**config.mk**
```make
export PLATFORM = sky130hd
export DESIGN_NAME = march_seq
export DESIGN_NICKNAME = d
export VERILOG_FILES = /design/src/verilog/march_pkg.sv /design/src/verilog/march_addr_gen.sv /design/src/verilog/march_seq.sv
export VERILOG_INCLUDE_DIRS = /design/src /design/src/verilog
export SDC_FILE = /design/constraint.sdc
export NUM_CORES = 1
export LEC_CHECK = 0
export ABC_AREA = 1
export BUFFER_PORTS_ARGS = -buffer_cell sky130_fd_sc_hd__buf_4
export CORE_UTILIZATION = 50
export CTS_CLUSTER_SIZE = 12
export DETAILED_ROUTE_END_ITERATION = 8
export HOLD_SLACK_MARGIN = 0.15
export PLACE_DENSITY = 0.83
export REMOVE_ABC_BUFFERS = 1
export SYNTH_ARGS = -nofsm -noshare
export SYNTH_HDL_FRONTEND = slang
export SYNTH_SLANG_ARGS = --single-unit
```
**constraint.sdc**
```tcl
create_clock -name i_clk -period 3.1 [get_ports i_clk]
set_input_delay 0.31 -clock i_clk [delete_from_list [all_inputs] [get_ports i_clk]]
set_output_delay 0.31 -clock i_clk [all_outputs]
set_load 0.02 [all_outputs]
```
**src/verilog/march_regs.svh**
```systemverilog
// Register offsets, field positions and reset values of the march test sequencer
`ifndef MARCH_REGS_SVH
`define MARCH_REGS_SVH

`define MARCH_OFF_CTRL 8'h00
`define MARCH_OFF_BG 8'h04
`define MARCH_OFF_STATUS 8'h08
`define MARCH_OFF_FAIL_ADDR 8'h0C

`define MARCH_CTRL_START_BIT 0
`define MARCH_CTRL_ALGO_LSB 4
`define MARCH_CTRL_ALGO_MSB 7

`define MARCH_STAT_BUSY_BIT 0
`define MARCH_STAT_DONE_BIT 1
`define MARCH_STAT_FAIL_BIT 2
`define MARCH_STAT_TMODE_BIT 3

`define MARCH_ALGO_RESET 4'h0
`define MARCH_BG_RESET 32'h0000_0000

`endif

```
**src/verilog/march_pkg.sv**
```systemverilog
// Types shared by the march test sequencer
`default_nettype none
package march_pkg;

  typedef enum logic [3:0] {
    ALG_DEFAULT = 4'h0,
    ALG_CW1 = 4'h1,
    ALG_X = 4'h2,
    ALG_CMINUS = 4'h3,
    ALG_CGRAY = 4'h4,
    ALG_C = 4'h5,
    ALG_CPLUS = 4'h6,
    ALG_Y = 4'h7,
    ALG_MOVI = 4'h8,
    ALG_EXT_CMINUS = 4'h9,
    ALG_LR = 4'hA,
    ALG_B = 4'hB,
    ALG_A = 4'hC,
    ALG_17N = 4'hD
  } algo_e;

  typedef enum logic [4:0] {
    ST_IDLE = 5'h01,
    ST_LOAD = 5'h02,
    ST_RUN = 5'h04,
    ST_DRAIN = 5'h08,
    ST_DONE = 5'h10
  } state_e;

  // One memory operation: read or write, true or inverted background
  typedef struct packed {
    logic rd;
    logic inv;
  } mop_s;

  // One march element; first op sits in the highest used slot
  typedef struct packed {
    logic last;
    logic down;
    logic [2:0] cnt;
    logic [11:0] ops;
  } elem_s;

endpackage

`default_nettype wire

```
**src/verilog/march_addr_gen.sv**
```systemverilog
// Address sweep generator: up or down, binary or single-bit-change order
`timescale 1ns/1ns
`default_nettype none

module march_addr_gen #(
  parameter int AW = 10
) (
  input wire logic i_clk,
  input wire logic i_reset,
  input wire logic i_load,
  input wire logic i_down,
  input wire logic i_gray,
  input wire logic i_step,
  output logic [AW-1:0] o_addr,
  output logic o_last
);

  localparam logic [AW-1:0] ADDR_MAX = '1;

  logic [AW-1:0] cnt_q;
  logic down_q;

  always_ff @(posedge i_clk) begin
    if (i_reset) begin
      cnt_q <= '0;
      down_q <= 1'b0;
    end else if (i_load) begin
      cnt_q <= i_down ? ADDR_MAX : '0;
      down_q <= i_down;
    end else if (i_step) begin
      cnt_q <= down_q ? cnt_q - 1'b1 : cnt_q + 1'b1;
    end
  end

  // Gray of a unit-step count flips exactly one bit per step
  assign o_addr = i_gray ? (cnt_q ^ (cnt_q >> 1)) : cnt_q;
  assign o_last = down_q ? (cnt_q == '0) : (cnt_q == ADDR_MAX);

endmodule

`default_nettype wire

```
**src/verilog/march_seq.sv**
```systemverilog
// March algorithm SRAM self-test sequencer with register port
//
// Function
// - CW part one: six elements
// - X: four elements
// - C-minus: six elements
// - Gray C: C-minus ops, one-bit address steps
// - C: seven elements
// - C-plus: six elements with read-backs
// - Y: four elements
// - MOVI: five elements, first descending
// - Extended C-minus: six elements
// - LR: six ascending elements
// - B: five elements
// - A: five elements
// - 17N: eight elements starting with b
// - Ascending binary sweeps zero to highest address; Gray C ends at the Gray code of the highest count
// - Descending binary sweeps highest address to zero; Gray C starts at the Gray code of the highest count
// - Operand a background, b its inverse
// - No algorithm chosen selects C-plus
`timescale 1ns/1ns
`default_nettype none
`include "march_regs.svh"

module march_seq #(
  parameter int AW = 10,
  parameter int DW = 32,
  parameter int SW_W = 2,
  parameter logic [SW_W-1:0] TEST_SW_ASSERT = '1
) (
  input wire logic i_clk,
  input wire logic i_reset,
  input wire logic [7:0] i_addr,
  input wire logic [31:0] i_wdata,
  input wire logic i_wr,
  input wire logic i_rd,
  output logic [31:0] o_rdata,
  input wire logic [SW_W-1:0] i_test_sw,
  output logic [AW-1:0] o_mem_addr,
  output logic [DW-1:0] o_mem_wdata,
  output logic o_mem_we,
  output logic o_mem_re,
  input wire logic [DW-1:0] i_mem_rdata,
  output logic o_busy,
  output logic o_done,
  output logic o_fail
);
  import march_pkg::*;

  localparam logic UP = 1'b0;
  localparam logic DN = 1'b1;
  localparam logic MORE = 1'b0;
  localparam logic LAST = 1'b1;
  localparam logic [1:0] WA = 2'b00;
  localparam logic [1:0] WB = 2'b01;
  localparam logic [1:0] RA = 2'b10;
  localparam logic [1:0] RB = 2'b11;

  function automatic elem_s mk(logic last, logic down, logic [2:0] cnt, logic [11:0] ops);
    return {last, down, cnt, ops};
  endfunction

  ////////////////////////////////////////////////////////////////////////////////
  // Element tables

  function automatic elem_s elem_at(algo_e a, logic [2:0] i);
    elem_s r;
    r = mk(LAST, UP, 3'd1, 12'(RA));
    case ({a, i})
      {ALG_CW1, 3'd0}: r = mk(MORE, UP, 3'd1, 12'(WA));
      {ALG_CW1, 3'd1}: r = mk(MORE, UP, 3'd2, 12'({RA, WB}));
      {ALG_CW1, 3'd2}: r = mk(MORE, UP, 3'd3, 12'({RB, WA, RA}));
      {ALG_CW1, 3'd3}: r = mk(MORE, DN, 3'd3, 12'({RA, WB, RB}));
      {ALG_CW1, 3'd4}: r = mk(MORE, DN, 3'd2, 12'({RB, WA}));
      {ALG_CW1, 3'd5}: r = mk(LAST, DN, 3'd1, 12'(RA));
      {ALG_X, 3'd0}: r = mk(MORE, UP, 3'd1, 12'(WA));
      {ALG_X, 3'd1}: r = mk(MORE, UP, 3'd2, 12'({RA, WB}));
      {ALG_X, 3'd2}: r = mk(MORE, DN, 3'd2, 12'({RB, WA}));
      {ALG_X, 3'd3}: r = mk(LAST, DN, 3'd1, 12'(RA));
      {ALG_CMINUS, 3'd0}: r = mk(MORE, UP, 3'd1, 12'(WA));
      {ALG_CMINUS, 3'd1}: r = mk(MORE, UP, 3'd2, 12'({RA, WB}));
      {ALG_CMINUS, 3'd2}: r = mk(MORE, UP, 3'd2, 12'({RB, WA}));
      {ALG_CMINUS, 3'd3}: r = mk(MORE, DN, 3'd2, 12'({RA, WB}));
      {ALG_CMINUS, 3'd4}: r = mk(MORE, DN, 3'd2, 12'({RB, WA}));
      {ALG_CMINUS, 3'd5}: r = mk(LAST, DN, 3'd1, 12'(RA));
      {ALG_C, 3'd0}: r = mk(MORE, UP, 3'd1, 12'(WA));
      {ALG_C, 3'd1}: r = mk(MORE, UP, 3'd2, 12'({RA, WB}));
      {ALG_C, 3'd2}: r = mk(MORE, UP, 3'd2, 12'({RB, WA}));
      {ALG_C, 3'd3}: r = mk(MORE, UP, 3'd1, 12'(RA));
      {ALG_C, 3'd4}: r = mk(MORE, DN, 3'd2, 12'({RA, WB}));
      {ALG_C, 3'd5}: r = mk(MORE, DN, 3'd2, 12'({RB, WA}));
      {ALG_C, 3'd6}: r = mk(LAST, DN, 3'd1, 12'(RA));
      {ALG_CPLUS, 3'd0}: r = mk(MORE, UP, 3'd1, 12'(WA));
      {ALG_CPLUS, 3'd1}: r = mk(MORE, UP, 3'd3, 12'({RA, WB, RB}));
      {ALG_CPLUS, 3'd2}: r = mk(MORE, UP, 3'd3, 12'({RB, WA, RA}));
      {ALG_CPLUS, 3'd3}: r = mk(MORE, DN, 3'd3, 12'({RA, WB, RB}));
      {ALG_CPLUS, 3'd4}: r = mk(MORE, DN, 3'd3, 12'({RB, WA, RA}));
      {ALG_CPLUS, 3'd5}: r = mk(LAST, DN, 3'd1, 12'(RA));
      {ALG_Y, 3'd0}: r = mk(MORE, UP, 3'd1, 12'(WA));
      {ALG_Y, 3'd1}: r = mk(MORE, UP, 3'd3, 12'({RA, WB, RB}));
      {ALG_Y, 3'd2}: r = mk(MORE, DN, 3'd3, 12'({RB, WA, RA}));
      {ALG_Y, 3'd3}: r = mk(LAST, DN, 3'd1, 12'(RA));
      {ALG_MOVI, 3'd0}: r = mk(MORE, DN, 3'd1, 12'(WA));
      {ALG_MOVI, 3'd1}: r = mk(MORE, UP, 3'd3, 12'({RA, WB, RB}));
      {ALG_MOVI, 3'd2}: r = mk(MORE, UP, 3'd3, 12'({RB, WA, RA}));
      {ALG_MOVI, 3'd3}: r = mk(MORE, DN, 3'd3, 12'({RA, WB, RB}));
      {ALG_MOVI, 3'd4}: r = mk(LAST, DN, 3'd3, 12'({RB, WA, RA}));
      {ALG_EXT_CMINUS, 3'd0}: r = mk(MORE, UP, 3'd1, 12'(WA));
      {ALG_EXT_CMINUS, 3'd1}: r = mk(MORE, UP, 3'd2, 12'({RA, WB}));
      {ALG_EXT_CMINUS, 3'd2}: r = mk(MORE, UP, 3'd3, 12'({RB, WA, RA}));
      {ALG_EXT_CMINUS, 3'd3}: r = mk(MORE, DN, 3'd2, 12'({RA, WB}));
      {ALG_EXT_CMINUS, 3'd4}: r = mk(MORE, DN, 3'd2, 12'({RB, WA}));
      {ALG_EXT_CMINUS, 3'd5}: r = mk(LAST, DN, 3'd1, 12'(RA));
      {ALG_LR, 3'd0}: r = mk(MORE, UP, 3'd1, 12'(WA));
      {ALG_LR, 3'd1}: r = mk(MORE, UP, 3'd2, 12'({RA, WB}));
      {ALG_LR, 3'd2}: r = mk(MORE, UP, 3'd4, 12'({RB, WA, RA, WB}));
      {ALG_LR, 3'd3}: r = mk(MORE, UP, 3'd2, 12'({RB, WA}));
      {ALG_LR, 3'd4}: r = mk(MORE, UP, 3'd4, 12'({RA, WB, RB, WA}));
      {ALG_LR, 3'd5}: r = mk(LAST, UP, 3'd1, 12'(RA));
      {ALG_B, 3'd0}: r = mk(MORE, UP, 3'd1, 12'(WA));
      {ALG_B, 3'd1}: r = mk(MORE, UP, 3'd6, {RA, WB, RB, WA, RA, WB});
      {ALG_B, 3'd2}: r = mk(MORE, UP, 3'd3, 12'({RB, WA, WB}));
      {ALG_B, 3'd3}: r = mk(MORE, DN, 3'd4, 12'({RB, WA, WB, WA}));
      {ALG_B, 3'd4}: r = mk(LAST, DN, 3'd3, 12'({RA, WB, WA}));
      {ALG_A, 3'd0}: r = mk(MORE, UP, 3'd1, 12'(WA));
      {ALG_A, 3'd1}: r = mk(MORE, UP, 3'd4, 12'({RA, WB, WA, WB}));
      {ALG_A, 3'd2}: r = mk(MORE, UP, 3'd3, 12'({RB, WA, WB}));
      {ALG_A, 3'd3}: r = mk(MORE, DN, 3'd4, 12'({RB, WA, WB, WA}));
      {ALG_A, 3'd4}: r = mk(LAST, DN, 3'd3, 12'({RA, WB, WA}));
      {ALG_17N, 3'd0}: r = mk(MORE, UP, 3'd1, 12'(WB));
      {ALG_17N, 3'd1}: r = mk(MORE, UP, 3'd3, 12'({RB, WA, RA}));
      {ALG_17N, 3'd2}: r = mk(MORE, UP, 3'd3, 12'({RA, WB, RB}));
      {ALG_17N, 3'd3}: r = mk(MORE, UP, 3'd2, 12'({RB, WA}));
      {ALG_17N, 3'd4}: r = mk(MORE, DN, 3'd3, 12'({RA, WB, RB}));
      {ALG_17N, 3'd5}: r = mk(MORE, UP, 3'd1, 12'(RB));
      {ALG_17N, 3'd6}: r = mk(MORE, DN, 3'd3, 12'({RB, WA, RA}));
      {ALG_17N, 3'd7}: r = mk(LAST, UP, 3'd1, 12'(RA));
      default: r = mk(LAST, UP, 3'd1, 12'(RA));
    endcase
    return r;
  endfunction

  ////////////////////////////////////////////////////////////////////////////////
  // State

  state_e state_q, state_d;
  logic [3:0] algo_q;
  logic [DW-1:0] bg_q;
  algo_e run_algo_q;
  logic gray_q;
  logic [2:0] elem_q;
  logic [2:0] op_q;
  logic [AW-1:0] mem_addr_q;
  logic [DW-1:0] mem_wdata_q;
  logic mem_we_q;
  logic mem_re_q;
  logic chk_q;
  logic [DW-1:0] exp_q;
  logic [AW-1:0] chk_addr_q;
  logic fail_q;
  logic [AW-1:0] fail_addr_q;
  logic done_q;
  logic busy_q;
  logic [31:0] rdata_q;
  logic [SW_W-1:0] sw_s1_q, sw_s2_q, sw_s3_q;
  logic tmode_q;

  ////////////////////////////////////////////////////////////////////////////////
  // Decode

  wire logic wr_ctrl = i_wr && (i_addr == `MARCH_OFF_CTRL);
  wire logic wr_bg = i_wr && (i_addr == `MARCH_OFF_BG);
  wire logic idle = (state_q == ST_IDLE) || (state_q == ST_DONE);
  // Start is honoured only once the test switch sits at its asserted value
  wire logic start = wr_ctrl && i_wdata[`MARCH_CTRL_START_BIT] && idle && tmode_q;

  wire logic [3:0] wr_algo = i_wdata[`MARCH_CTRL_ALGO_MSB:`MARCH_CTRL_ALGO_LSB];
  wire logic algo_known = (wr_algo != 4'(ALG_DEFAULT)) && (wr_algo <= 4'(ALG_17N));
  wire algo_e pick_algo = algo_known ? algo_e'(wr_algo) : ALG_CPLUS;
  wire algo_e tbl_algo = (run_algo_q == ALG_CGRAY) ? ALG_CMINUS : run_algo_q;

  wire elem_s el = elem_at(tbl_algo, elem_q);
  wire logic [2:0] op_slot = el.cnt - 3'd1 - op_q;
  wire mop_s cur_op = el.ops[{op_slot, 1'b0} +: 2];
  wire logic op_last = (op_q == el.cnt - 3'd1);

  wire logic run = (state_q == ST_RUN);
  wire logic [AW-1:0] ag_addr;
  wire logic ag_last;
  wire logic elem_end = run && op_last && ag_last;
  wire logic mismatch = chk_q && (i_mem_rdata != exp_q);

  march_addr_gen #(
    .AW(AW)
  ) u_addr_gen (
    .i_clk(i_clk),
    .i_reset(i_reset),
    .i_load(state_q == ST_LOAD),
    .i_down(el.down),
    .i_gray(gray_q),
    .i_step(run && op_last && !ag_last),
    .o_addr(ag_addr),
    .o_last(ag_last)
  );

  always_comb begin
    state_d = state_q;
    unique case (state_q)
      ST_IDLE, ST_DONE: begin
        if (start) begin
          state_d = ST_LOAD;
        end
      end
      ST_LOAD: state_d = ST_RUN;
      ST_RUN: begin
        if (elem_end) begin
          state_d = el.last ? ST_DRAIN : ST_LOAD;
        end
      end
      // Last read still in flight must be checked before done
      ST_DRAIN: begin
        if (!mem_re_q && !chk_q) begin
          state_d = ST_DONE;
        end
      end
      default: state_d = ST_IDLE;
    endcase
  end

  ////////////////////////////////////////////////////////////////////////////////
  // Registers

  always_ff @(posedge i_clk) begin
    if (i_reset) begin
      algo_q <= `MARCH_ALGO_RESET;
      bg_q <= DW'(`MARCH_BG_RESET);
    end else if (idle) begin
      if (wr_ctrl) begin
        algo_q <= wr_algo;
      end
      if (wr_bg) begin
        bg_q <= DW'(i_wdata);
      end
    end
  end

  always_ff @(posedge i_clk) begin
    if (i_reset) begin
      sw_s1_q <= '0;
      sw_s2_q <= '0;
      sw_s3_q <= '0;
      tmode_q <= 1'b0;
    end else begin
      sw_s1_q <= i_test_sw;
      sw_s2_q <= sw_s1_q;
      sw_s3_q <= sw_s2_q;
      if (sw_s2_q == sw_s3_q) begin
        tmode_q <= (sw_s3_q == TEST_SW_ASSERT);
      end
    end
  end

  ////////////////////////////////////////////////////////////////////////////////
  // Sequencer

  always_ff @(posedge i_clk) begin
    if (i_reset) begin
      state_q <= ST_IDLE;
      run_algo_q <= ALG_CPLUS;
      gray_q <= 1'b0;
      elem_q <= 3'd0;
      op_q <= 3'd0;
    end else begin
      state_q <= state_d;
      if (start) begin
        run_algo_q <= pick_algo;
        gray_q <= (pick_algo == ALG_CGRAY);
        elem_q <= 3'd0;
      end else if (elem_end && !el.last) begin
        elem_q <= elem_q + 3'd1;
      end
      if (state_q == ST_LOAD || (run && op_last)) begin
        op_q <= 3'd0;
      end else if (run) begin
        op_q <= op_q + 3'd1;
      end
    end
  end

  // A read carries its expected word in the write-data lane
  always_ff @(posedge i_clk) begin
    if (i_reset) begin
      mem_addr_q <= '0;
      mem_wdata_q <= '0;
      mem_we_q <= 1'b0;
      mem_re_q <= 1'b0;
    end else begin
      mem_addr_q <= run ? ag_addr : mem_addr_q;
      mem_wdata_q <= run ? (cur_op.inv ? ~bg_q : bg_q) : mem_wdata_q;
      mem_we_q <= run && !cur_op.rd;
      mem_re_q <= run && cur_op.rd;
    end
  end

  always_ff @(posedge i_clk) begin
    if (i_reset) begin
      chk_q <= 1'b0;
      exp_q <= '0;
      chk_addr_q <= '0;
    end else begin
      chk_q <= mem_re_q;
      exp_q <= mem_wdata_q;
      chk_addr_q <= mem_addr_q;
    end
  end

  // Set outranks the clear at start, though start only comes with no read pending
  always_ff @(posedge i_clk) begin
    if (i_reset) begin
      fail_q <= 1'b0;
      fail_addr_q <= '0;
    end else if (mismatch) begin
      fail_q <= 1'b1;
      fail_addr_q <= fail_q ? fail_addr_q : chk_addr_q;
    end else if (start) begin
      fail_q <= 1'b0;
      fail_addr_q <= '0;
    end
  end

  always_ff @(posedge i_clk) begin
    if (i_reset) begin
      done_q <= 1'b0;
      busy_q <= 1'b0;
    end else begin
      done_q <= (state_d == ST_DONE);
      busy_q <= (state_d != ST_IDLE) && (state_d != ST_DONE);
    end
  end

  ////////////////////////////////////////////////////////////////////////////////
  // Read port

  wire logic [31:0] stat_word = 32'({tmode_q, fail_q, done_q, busy_q});
  wire logic [31:0] rd_mux =
    (i_addr == `MARCH_OFF_CTRL) ? 32'({algo_q, 4'h0}) :
    (i_addr == `MARCH_OFF_BG) ? 32'(bg_q) :
    (i_addr == `MARCH_OFF_STATUS) ? stat_word :
    (i_addr == `MARCH_OFF_FAIL_ADDR) ? 32'(fail_addr_q) : 32'h0000_0000;

  always_ff @(posedge i_clk) begin
    if (i_reset) begin
      rdata_q <= 32'h0000_0000;
    end else begin
      rdata_q <= i_rd ? rd_mux : 32'h0000_0000;
    end
  end

  assign o_rdata = rdata_q;
  assign o_mem_addr = mem_addr_q;
  assign o_mem_wdata = mem_wdata_q;
  assign o_mem_we = mem_we_q;
  assign o_mem_re = mem_re_q;
  assign o_busy = busy_q;
  assign o_done = done_q;
  assign o_fail = fail_q;

endmodule

`default_nettype wire

```
==> reports/summary.md, run 1 <==
### Global route
* 0 — aggregate global routing overflow
* 52500 um — global-route wire length before repair
* 68 — maximum number of pins on one net before global-route repair
* 10400 — vias in the first global route
* 0 — antenna violations before repair
* 32.7% — All-Layer GR Usage

### Routing
* 34600 um — post-detailed-routing wire length
* 0 — residual antenna-violating net count after detailed routing
* 781 — starting DRC count in detailed routing
* 5.48 — detailed-route vias per instance
* 5 — number of iterations in the first detailed-routing pass
* 0 — number of DRC violations after detailed routing
* 17.4 um — average detailed-routed wire length per instance
* 10900 — number of vias in the routed layout

### Logic synthesis
* sky130_fd_sc_hd__dfxtp_1 — Synth area leader
* 0% — share of async-settable or async-resettable flops after synthesis
* 44 — Yosys cell types
* sky130_fd_sc_hd__dfxtp_1 (40%), sky130_fd_sc_hd__nand2_1 (8.4%), sky130_fd_sc_hd__inv_1 (7.9%), sky130_fd_sc_hd__nand3_1 (7.1%), sky130_fd_sc_hd__nor2_1 (5.6%) — Synth area leaders
* 0 — synth warn
* 202 — number of synthesized register bits
* 0 — number of synthesized flops with an enable pin
* sky130_fd_sc_hd__nand2_1 (224), sky130_fd_sc_hd__inv_1 (211), sky130_fd_sc_hd__dfxtp_1 (202) — commonest cells in the netlist
* sky130_fd_sc_hd__nand2_1 — count leader, synth
* 9990 um2 — cell area after synthesis
* 40.5% — fraction of the yosys area taken by sequential cells
* 7.10 um2 — per-instance average area after synthesis
* 40.5% — top cell type's share of synthesized area
* sky130_fd_sc_hd__dfxtp_1 — top flip-flop cell by instance count after synthesis
* 1406 — synthesized instance count

### STA
* -4.89 ns — Final TNS setup
* 0.0198 ns — setup skew after layout
* -0.256 ns — final critical-path setup slack
* 0 — Max Transition Viols Final
* 3.36 ns — final critical-path required period
* 42.5% — worst slew slack as a fraction of its limit
* 108% — final worst-path cycle share
* 298 MHz — maximum operating frequency
* true — setup repair after global routing missed its margin
* 0.855 ns — slew at the pin closest to its max-slew limit
* 32 — # setup viols final
* 0 — Final Hold Violating Endpoints

### Die
* 19500 um2 — area of the core
* 143 um — die boundary height
* 20500 um2 — die footprint
* 51.1% — initial core utilization
* 157 — Boundary Pins
* 51 — row count
* 143 um — die outline width

### Critical path
* -0.26 ns — register-to-register path setup slack
* sky130_fd_sc_hd__dfxtp_2 — slowest library cell on the worst path
* register — startpoint type of the worst setup path
* sky130_fd_sc_hd__buf_4 — Top cell by count, worst path
* register — kind of end point of the critical path
* 3.77 ns — Critical Path AT
* o_mem_wdata[9] — Reg-to-Reg End
* 3.52 ns — required time at the worst-slack endpoint
* register to register — Crit Path Category
* run_algo_q[2] — critical path startpoint
* 28 — logic depth of the worst register-to-register path
* run_algo_q[2] — reg-to-reg critical path startpoint
* 0.32 ns — Crit path largest cell delay
* 8 — largest fanout on the critical path

### Finish
* 0 — ant diodes
* 14000 um2 — final design instance area without fill
* 39.8% — Syn-to-layout area delta
* 27.8% — share of final-layout standard cells stronger than drive strength 1
* 1987 — non-filler cells, final
* 1821 — number of nets at the end of the flow

### Run
* 0 — max-capacitance violation count

### Clocking
* 3 — CTS Buffer Depth
* sky130_fd_sc_hd__clkbuf_16 — Root Driver
* 22 — cts bufs inserted
* 1 — number of H-tree branching levels
* 0.06 ns — clock-pin slew of the registers on the worst-case setup and hold paths
* built — clock tree from TritonCTS
* 202 — clock net sink count
* 0.52 ns — clock latency at the later pin of the worst-skew pair

### Worst hold path
* bg_q[0] — Worst Hold End
* 3 — WHS Path Cells
* i_wdata[0] — worst min-delay path startpoint
* input pin to register — worst min-delay path category

### Placed design
* 22100 um — HPWL after detailed placement
* 0.911 — GP Congestion
* 11900 um2 — dpl cell area
* 1861 — # placed instances
* 156 — quantity of I/O buffers inserted on ports

### Status
* finished, violations left — result of the run
* setup timing — violated checks

### Pwr
* 6.34 nW — leakage power summed over all cells
* 5.32 mW — final total power
* 300 uV — maximum vdd drop
* 381 nW/um2 — power per standard cell area

repair_timing:
action	in CTS	in global routing
gates cloned	6	2
pin swaps	42	20
hold endpoints to repair	36	0
hold buffers	34	0
buffers inserted	34	14
setup endpoints to repair	49	49
gates resized for setup	98	46
logic make-up after synthesis:
family          Yosys count  share of synthesized area (%)
xor+xnor                 31                           2.72
simple gates            614                           27.6
buf+inv                 291                           11.7
flops                   202                           40.5
compound gates          235                           13.3
fa+ha+maj                33                           4.28
sequential cells by signal, indices dropped and copies added (netlist names), 3 cells and up:
register,count
u_addr_gen.cnt_q,10
fail_addr_q,10
op_q,3
o_mem_wdata,32
o_rdata,32
exp_q,32
chk_addr_q,10
algo_q,4
bg_q,32
state_q,5
o_mem_addr,10
elem_q,3
run_algo_q,4
cells in the final DEF (no fill, tap or decap), drive strengths merged, types with 2 or more instances in the layout:
cell type	count
fa	2
nand2	235
nor2	156
dfxtp	202
nand3	142
nor3	34
or2	17
inv	222
xnor2	8
xor2	23
o31ai	4
ha	31
o211ai	16
nand4	25
a21oi	61
nor4	8
o22ai	8
dlygate4sd3	34
o21ai	114
a211oi	19
buf	307
a22oi	5
clkbuf	33
clkinv	6
a31oi	3
report_power, final:
| group | total (mW) | internal, mW | switching (mW) | leakage (nW) |
|---|---|---|---|---|
| logic | 0.249 | 0.122 | 0.127 | 4.39 |
| clock network | 2.47 | 1.40 | 1.06 | 0.326 |
| registers | 2.61 | 2.60 | 0.00371 | 1.63 |
| total | 5.32 | 4.13 | 1.19 | 6.34 |
metal layers:
layer | vias to the layer above | wire [um] | track usage [%] | share of wire, %
li1 | 5156 | - | - | -
met1 | 5048 | 13200 | 37.6 | 38
met2 | 542 | 16900 | 57.6 | 49
met3 | 145 | 2670 | 5.63 | 7.7
met4 | 0 | 1870 | 18.0 | 5.4
met5 | - | 0 | 0 | 0
worst max path at each step:
stage / slack, ns / depth (start not counted) / to
final: -0.26 / 28 / o_mem_wdata[9]
after global routing: -0.40 / 24 / o_mem_wdata[14]
after CTS: -0.08 / 21 / o_mem_wdata[30]
after detailed placement: -0.46 / 22 / o_mem_wdata[12]
after global placement: -0.38 / 22 / o_mem_wdata[17]
after floorplan: -0.56 / 18 / o_mem_wdata[0]
worst max-delay path, delay by kind of cell, from the launching register on:
family	cells	cell delay (ns)
and+or+nand+nor	16	1.56
buffers and inverters	12	1.35
DFF	1	0.32
stage by stage:
| step | util [%] | setup WS (ns) | hold slack, ns |
|---|---|---|---|
| after CTS | 69.9 | -0.0803 | 0.172 |
| after global routing | 71.5 | -0.405 | 0.179 |
| after global placement | 61.1 | -0.378 | 0.392 |
| after floorplan | - | -0.565 | 0.379 |
| after detailed placement | 61.1 | -0.464 | 0.393 |
| final | 71.5 | -0.256 | 0.175 |
final cells by class:
cell class	count	area, um2
clock inverter	4	35.0
sequential	202	4050
inverter	225	863
timing repair buffer	342	2820
multi-input combinational	917	5240
fill	1510	5560
tap	265	332
clock buffer	32	628
Power figures use the tool's default switching activity.
==> inputs of run 2 (changes only) <==
--- a/config.mk
+++ b/config.mk
@@ -8,11 +8,11 @@
 export LEC_CHECK = 0
 export ABC_AREA = 1
 export BUFFER_PORTS_ARGS = -buffer_cell sky130_fd_sc_hd__buf_4
-export CORE_UTILIZATION = 50
+export CORE_UTILIZATION = 52
 export CTS_CLUSTER_SIZE = 12
 export DETAILED_ROUTE_END_ITERATION = 8
 export HOLD_SLACK_MARGIN = 0.15
-export PLACE_DENSITY = 0.83
+export PLACE_DENSITY = 0.85
 export REMOVE_ABC_BUFFERS = 1
 export SYNTH_ARGS = -nofsm -noshare
 export SYNTH_HDL_FRONTEND = slang
==> run 2 against run 1 <==
The flow still finishes with violations (setup timing). Via count grew 5.1%. Combinational power grew 2%. Register-to-register slack is essentially flat. Final cell count shrank 2.3%. Global-route usage grew 3.8 points. Power grew 0.72%. Worst hold slack gained 0.028 ns. Routed wire length grew 11%. Non-clock buffer count shrank 11. Highest routed layer unchanged.
==> reports/summary.md, run 2 (synthesis results as in run 1) <==
### Critical path
* 3.78 ns — Critical Path AT
* 8 — largest fanout on the critical path
* register — startpoint type of the worst setup path
* nor2_4 -> nand2_4 -> buf_12 -> nand4_1 -> o21ai_2 -> o311ai_2 -> nand2_2 -> ha_4 -> inv_2 -> fa_2 -> inv_2 -> a21oi_2 -> nand2_1 -> nand2_1 -> inv_2 -> nand2_8 -> buf_12 -> nand2_8 -> nand2_2 -> nand3_2 -> nand2_1 -> inv_1 — cells along the critical path
* 22 — logic depth of the worst register-to-register path
* 3.51 ns — required time at the worst-slack endpoint
* 6 — Crit path buffers/inverters
* 0.55 ns — Crit path largest cell delay
* simple AND/OR/NAND/NOR gates — family with the most delay on the worst path
* register to register — Crit Path Category
* -0.27 ns — register-to-register path setup slack
* run_algo_q[1] — reg-to-reg critical path startpoint
* register — kind of end point of the critical path
* sky130_fd_sc_hd__fa_2 — slowest library cell on the worst path
* o_mem_wdata[5] — Reg-to-Reg End

### Clocking
* 202 — clock net sink count
* 0.52 ns — clock latency at the later pin of the worst-skew pair
* sky130_fd_sc_hd__clkbuf_16 — Root Driver
* built — clock tree from TritonCTS
* 22 — cts bufs inserted
* 1 — number of H-tree branching levels
* 0.06 ns — clock-pin slew of the registers on the worst-case setup and hold paths
* 3 — CTS Buffer Depth

### Run
* 0 — max-capacitance violation count

### STA
* 297 MHz — maximum operating frequency
* 40.0% — worst slew slack as a fraction of its limit
* 0.0256 ns — setup skew after layout
* 3.37 ns — final critical-path required period
* 109% — final worst-path cycle share
* 0.203 ns — Final Hold Slack
* 0 — Final Hold Violating Endpoints
* -0.267 ns — final critical-path setup slack
* true — setup repair after global routing missed its margin
* -6.27 ns — Final TNS setup
* 0 — Max Transition Viols Final
* 0.890 ns — slew at the pin closest to its max-slew limit
* 32 — # setup viols final

### Worst hold path
* 2 — WHS Path Cells
* exp_q[19] — Worst Hold End
* input pin to register — worst min-delay path category
* i_reset — worst min-delay path startpoint

### Die
* 53.2% — initial core utilization
* 141 um — die outline width
* 50 — row count
* 157 — Boundary Pins
* 18800 um2 — area of the core
* 141 um — die boundary height
* 19800 um2 — die footprint

### Global route
* 41 — maximum number of pins on one net before global-route repair
* 11300 — vias in the first global route
* 0 — aggregate global routing overflow
* 0 — antenna violations before repair
* 36.5% — All-Layer GR Usage
* 57300 um — global-route wire length before repair

### Routing
* 1193 — starting DRC count in detailed routing
* 0 — residual antenna-violating net count after detailed routing
* 18100 um — detailed route wirelength on metal2
* met4 — top routing layer in use
* 11500 — number of vias in the routed layout
* 8 — number of iterations in the first detailed-routing pass
* 0 — number of DRC violations after detailed routing
* 4220 um — total met3 wirelength after detailed routing
* 19.8 um — average detailed-routed wire length per instance
* 13300 um — routed metal-1 wire length
* 5.90 — detailed-route vias per instance
* 38500 um — post-detailed-routing wire length

### Pwr
* 380 nW/um2 — power per standard cell area
* 6.35 nW — leakage power summed over all cells
* 406 uV — maximum vdd drop

### Placed design
* 11900 um2 — dpl cell area
* 156 — quantity of I/O buffers inserted on ports
* 22400 um — HPWL after detailed placement
* 0.896 — GP Congestion

### Finish
* 1808 — number of nets at the end of the flow
* sky130_fd_sc_hd__buf_4 (272), sky130_fd_sc_hd__inv_1 (196), sky130_fd_sc_hd__dfxtp_1 (196), sky130_fd_sc_hd__nand2_1 (191), sky130_fd_sc_hd__nor2_1 (144) — most used cells in the layout excluding fill and tap cells
* 29.7% — share of final-layout standard cells stronger than drive strength 1
* 14100 um2 — final design instance area without fill
* 41.3% — Syn-to-layout area delta
* 0 — ant diodes
* sky130_fd_sc_hd__buf_4 — most common cell after layout, fill and taps aside

### Status
* finished, violations left — result of the run
* setup timing — violated checks

-- run 2: cell count changes in the layout (fill, tap and decap cells not counted), sizes merged --
cell | previous run | this run
buf | 307 | 298
bufinv | 0 | 1
clkbuf | 33 | 29
clkinv | 6 | 5
clkinvlp | 1 | 0
dlygate4sd3 | 34 | 33
inv | 222 | 224
nand2 | 235 | 233
-- run 2: worst max-delay path by stage --
stage,start,to,slack [ns],cells past startpoint
CTS,run_algo_q[2],o_mem_wdata[29],-0.12,24
floorplan,run_algo_q[3],o_mem_wdata[0],-0.56,18
detailed placement,elem_q[0],o_mem_wdata[27],-0.45,22
global route,elem_q[1],o_mem_wdata[5],-0.40,24
global placement,elem_q[0],o_mem_wdata[11],-0.31,22
finish,run_algo_q[1],o_mem_wdata[5],-0.27,22
-- run 2: area by class of cell --
cell class,instances,area (um2)
multi-input combinational,915,5400
fill,1264,4660
sequential,202,4050
timing repair buffer,331,2830
inverter,225,865
clock buffer,29,597
tap,234,293
clock inverter,5,65.1
-- run 2: metal layers --
layer	track usage (%)	vias to the layer above
met5	0	-
met4	21.7	0
met3	7.34	261
met2	63.9	786
met1	41.3	5263
li1	-	5140
-- run 2: power breakdown --
part	internal (mW)	switching, mW
sequential	2.60	0.00402
clock	1.43	1.07
combinational	0.121	0.134
total	4.15	1.20
-- run 2: per-stage QoR --
step,setup slack (ns),cells,power (mW),utilization [%]
after CTS,-0.120,1934,5.31,73.2
final,-0.267,1941,5.36,75.2
after global placement,-0.310,1826,2.86,63.5
after global routing,-0.402,1941,5.47,75.2
after detailed placement,-0.446,1826,2.87,63.5
after floorplan,-0.565,1340,2.73,-
-- run 2: repair_timing --
item	4_1_cts	5_1_grt
gates resized for setup	99	85
pin swaps	54	58
gates cloned	7	0
hold endpoints to repair	34	0
setup endpoints to repair	46	53
setup buffers	34	8
hold buffers	33	0
-- run 2: worst register-to-register path, stage by stage (launching register included) --
cell and delay (ns):
sky130_fd_sc_hd__dfxtp_2 0.34, sky130_fd_sc_hd__nor2_4 0.16, sky130_fd_sc_hd__nand2_4 0.12, sky130_fd_sc_hd__buf_12 0.15
sky130_fd_sc_hd__nand4_1 0.10, sky130_fd_sc_hd__o21ai_2 0.09, sky130_fd_sc_hd__o311ai_2 0.27, sky130_fd_sc_hd__nand2_2 0.12
sky130_fd_sc_hd__ha_4 0.28, sky130_fd_sc_hd__inv_2 0.04, sky130_fd_sc_hd__fa_2 0.55, sky130_fd_sc_hd__inv_2 0.05
sky130_fd_sc_hd__a21oi_2 0.09, sky130_fd_sc_hd__nand2_1 0.07, sky130_fd_sc_hd__nand2_1 0.07, sky130_fd_sc_hd__inv_2 0.06
sky130_fd_sc_hd__nand2_8 0.12, sky130_fd_sc_hd__buf_12 0.14, sky130_fd_sc_hd__nand2_8 0.11, sky130_fd_sc_hd__nand2_2 0.12
sky130_fd_sc_hd__nand3_2 0.08, sky130_fd_sc_hd__nand2_1 0.11, sky130_fd_sc_hd__inv_1 0.04
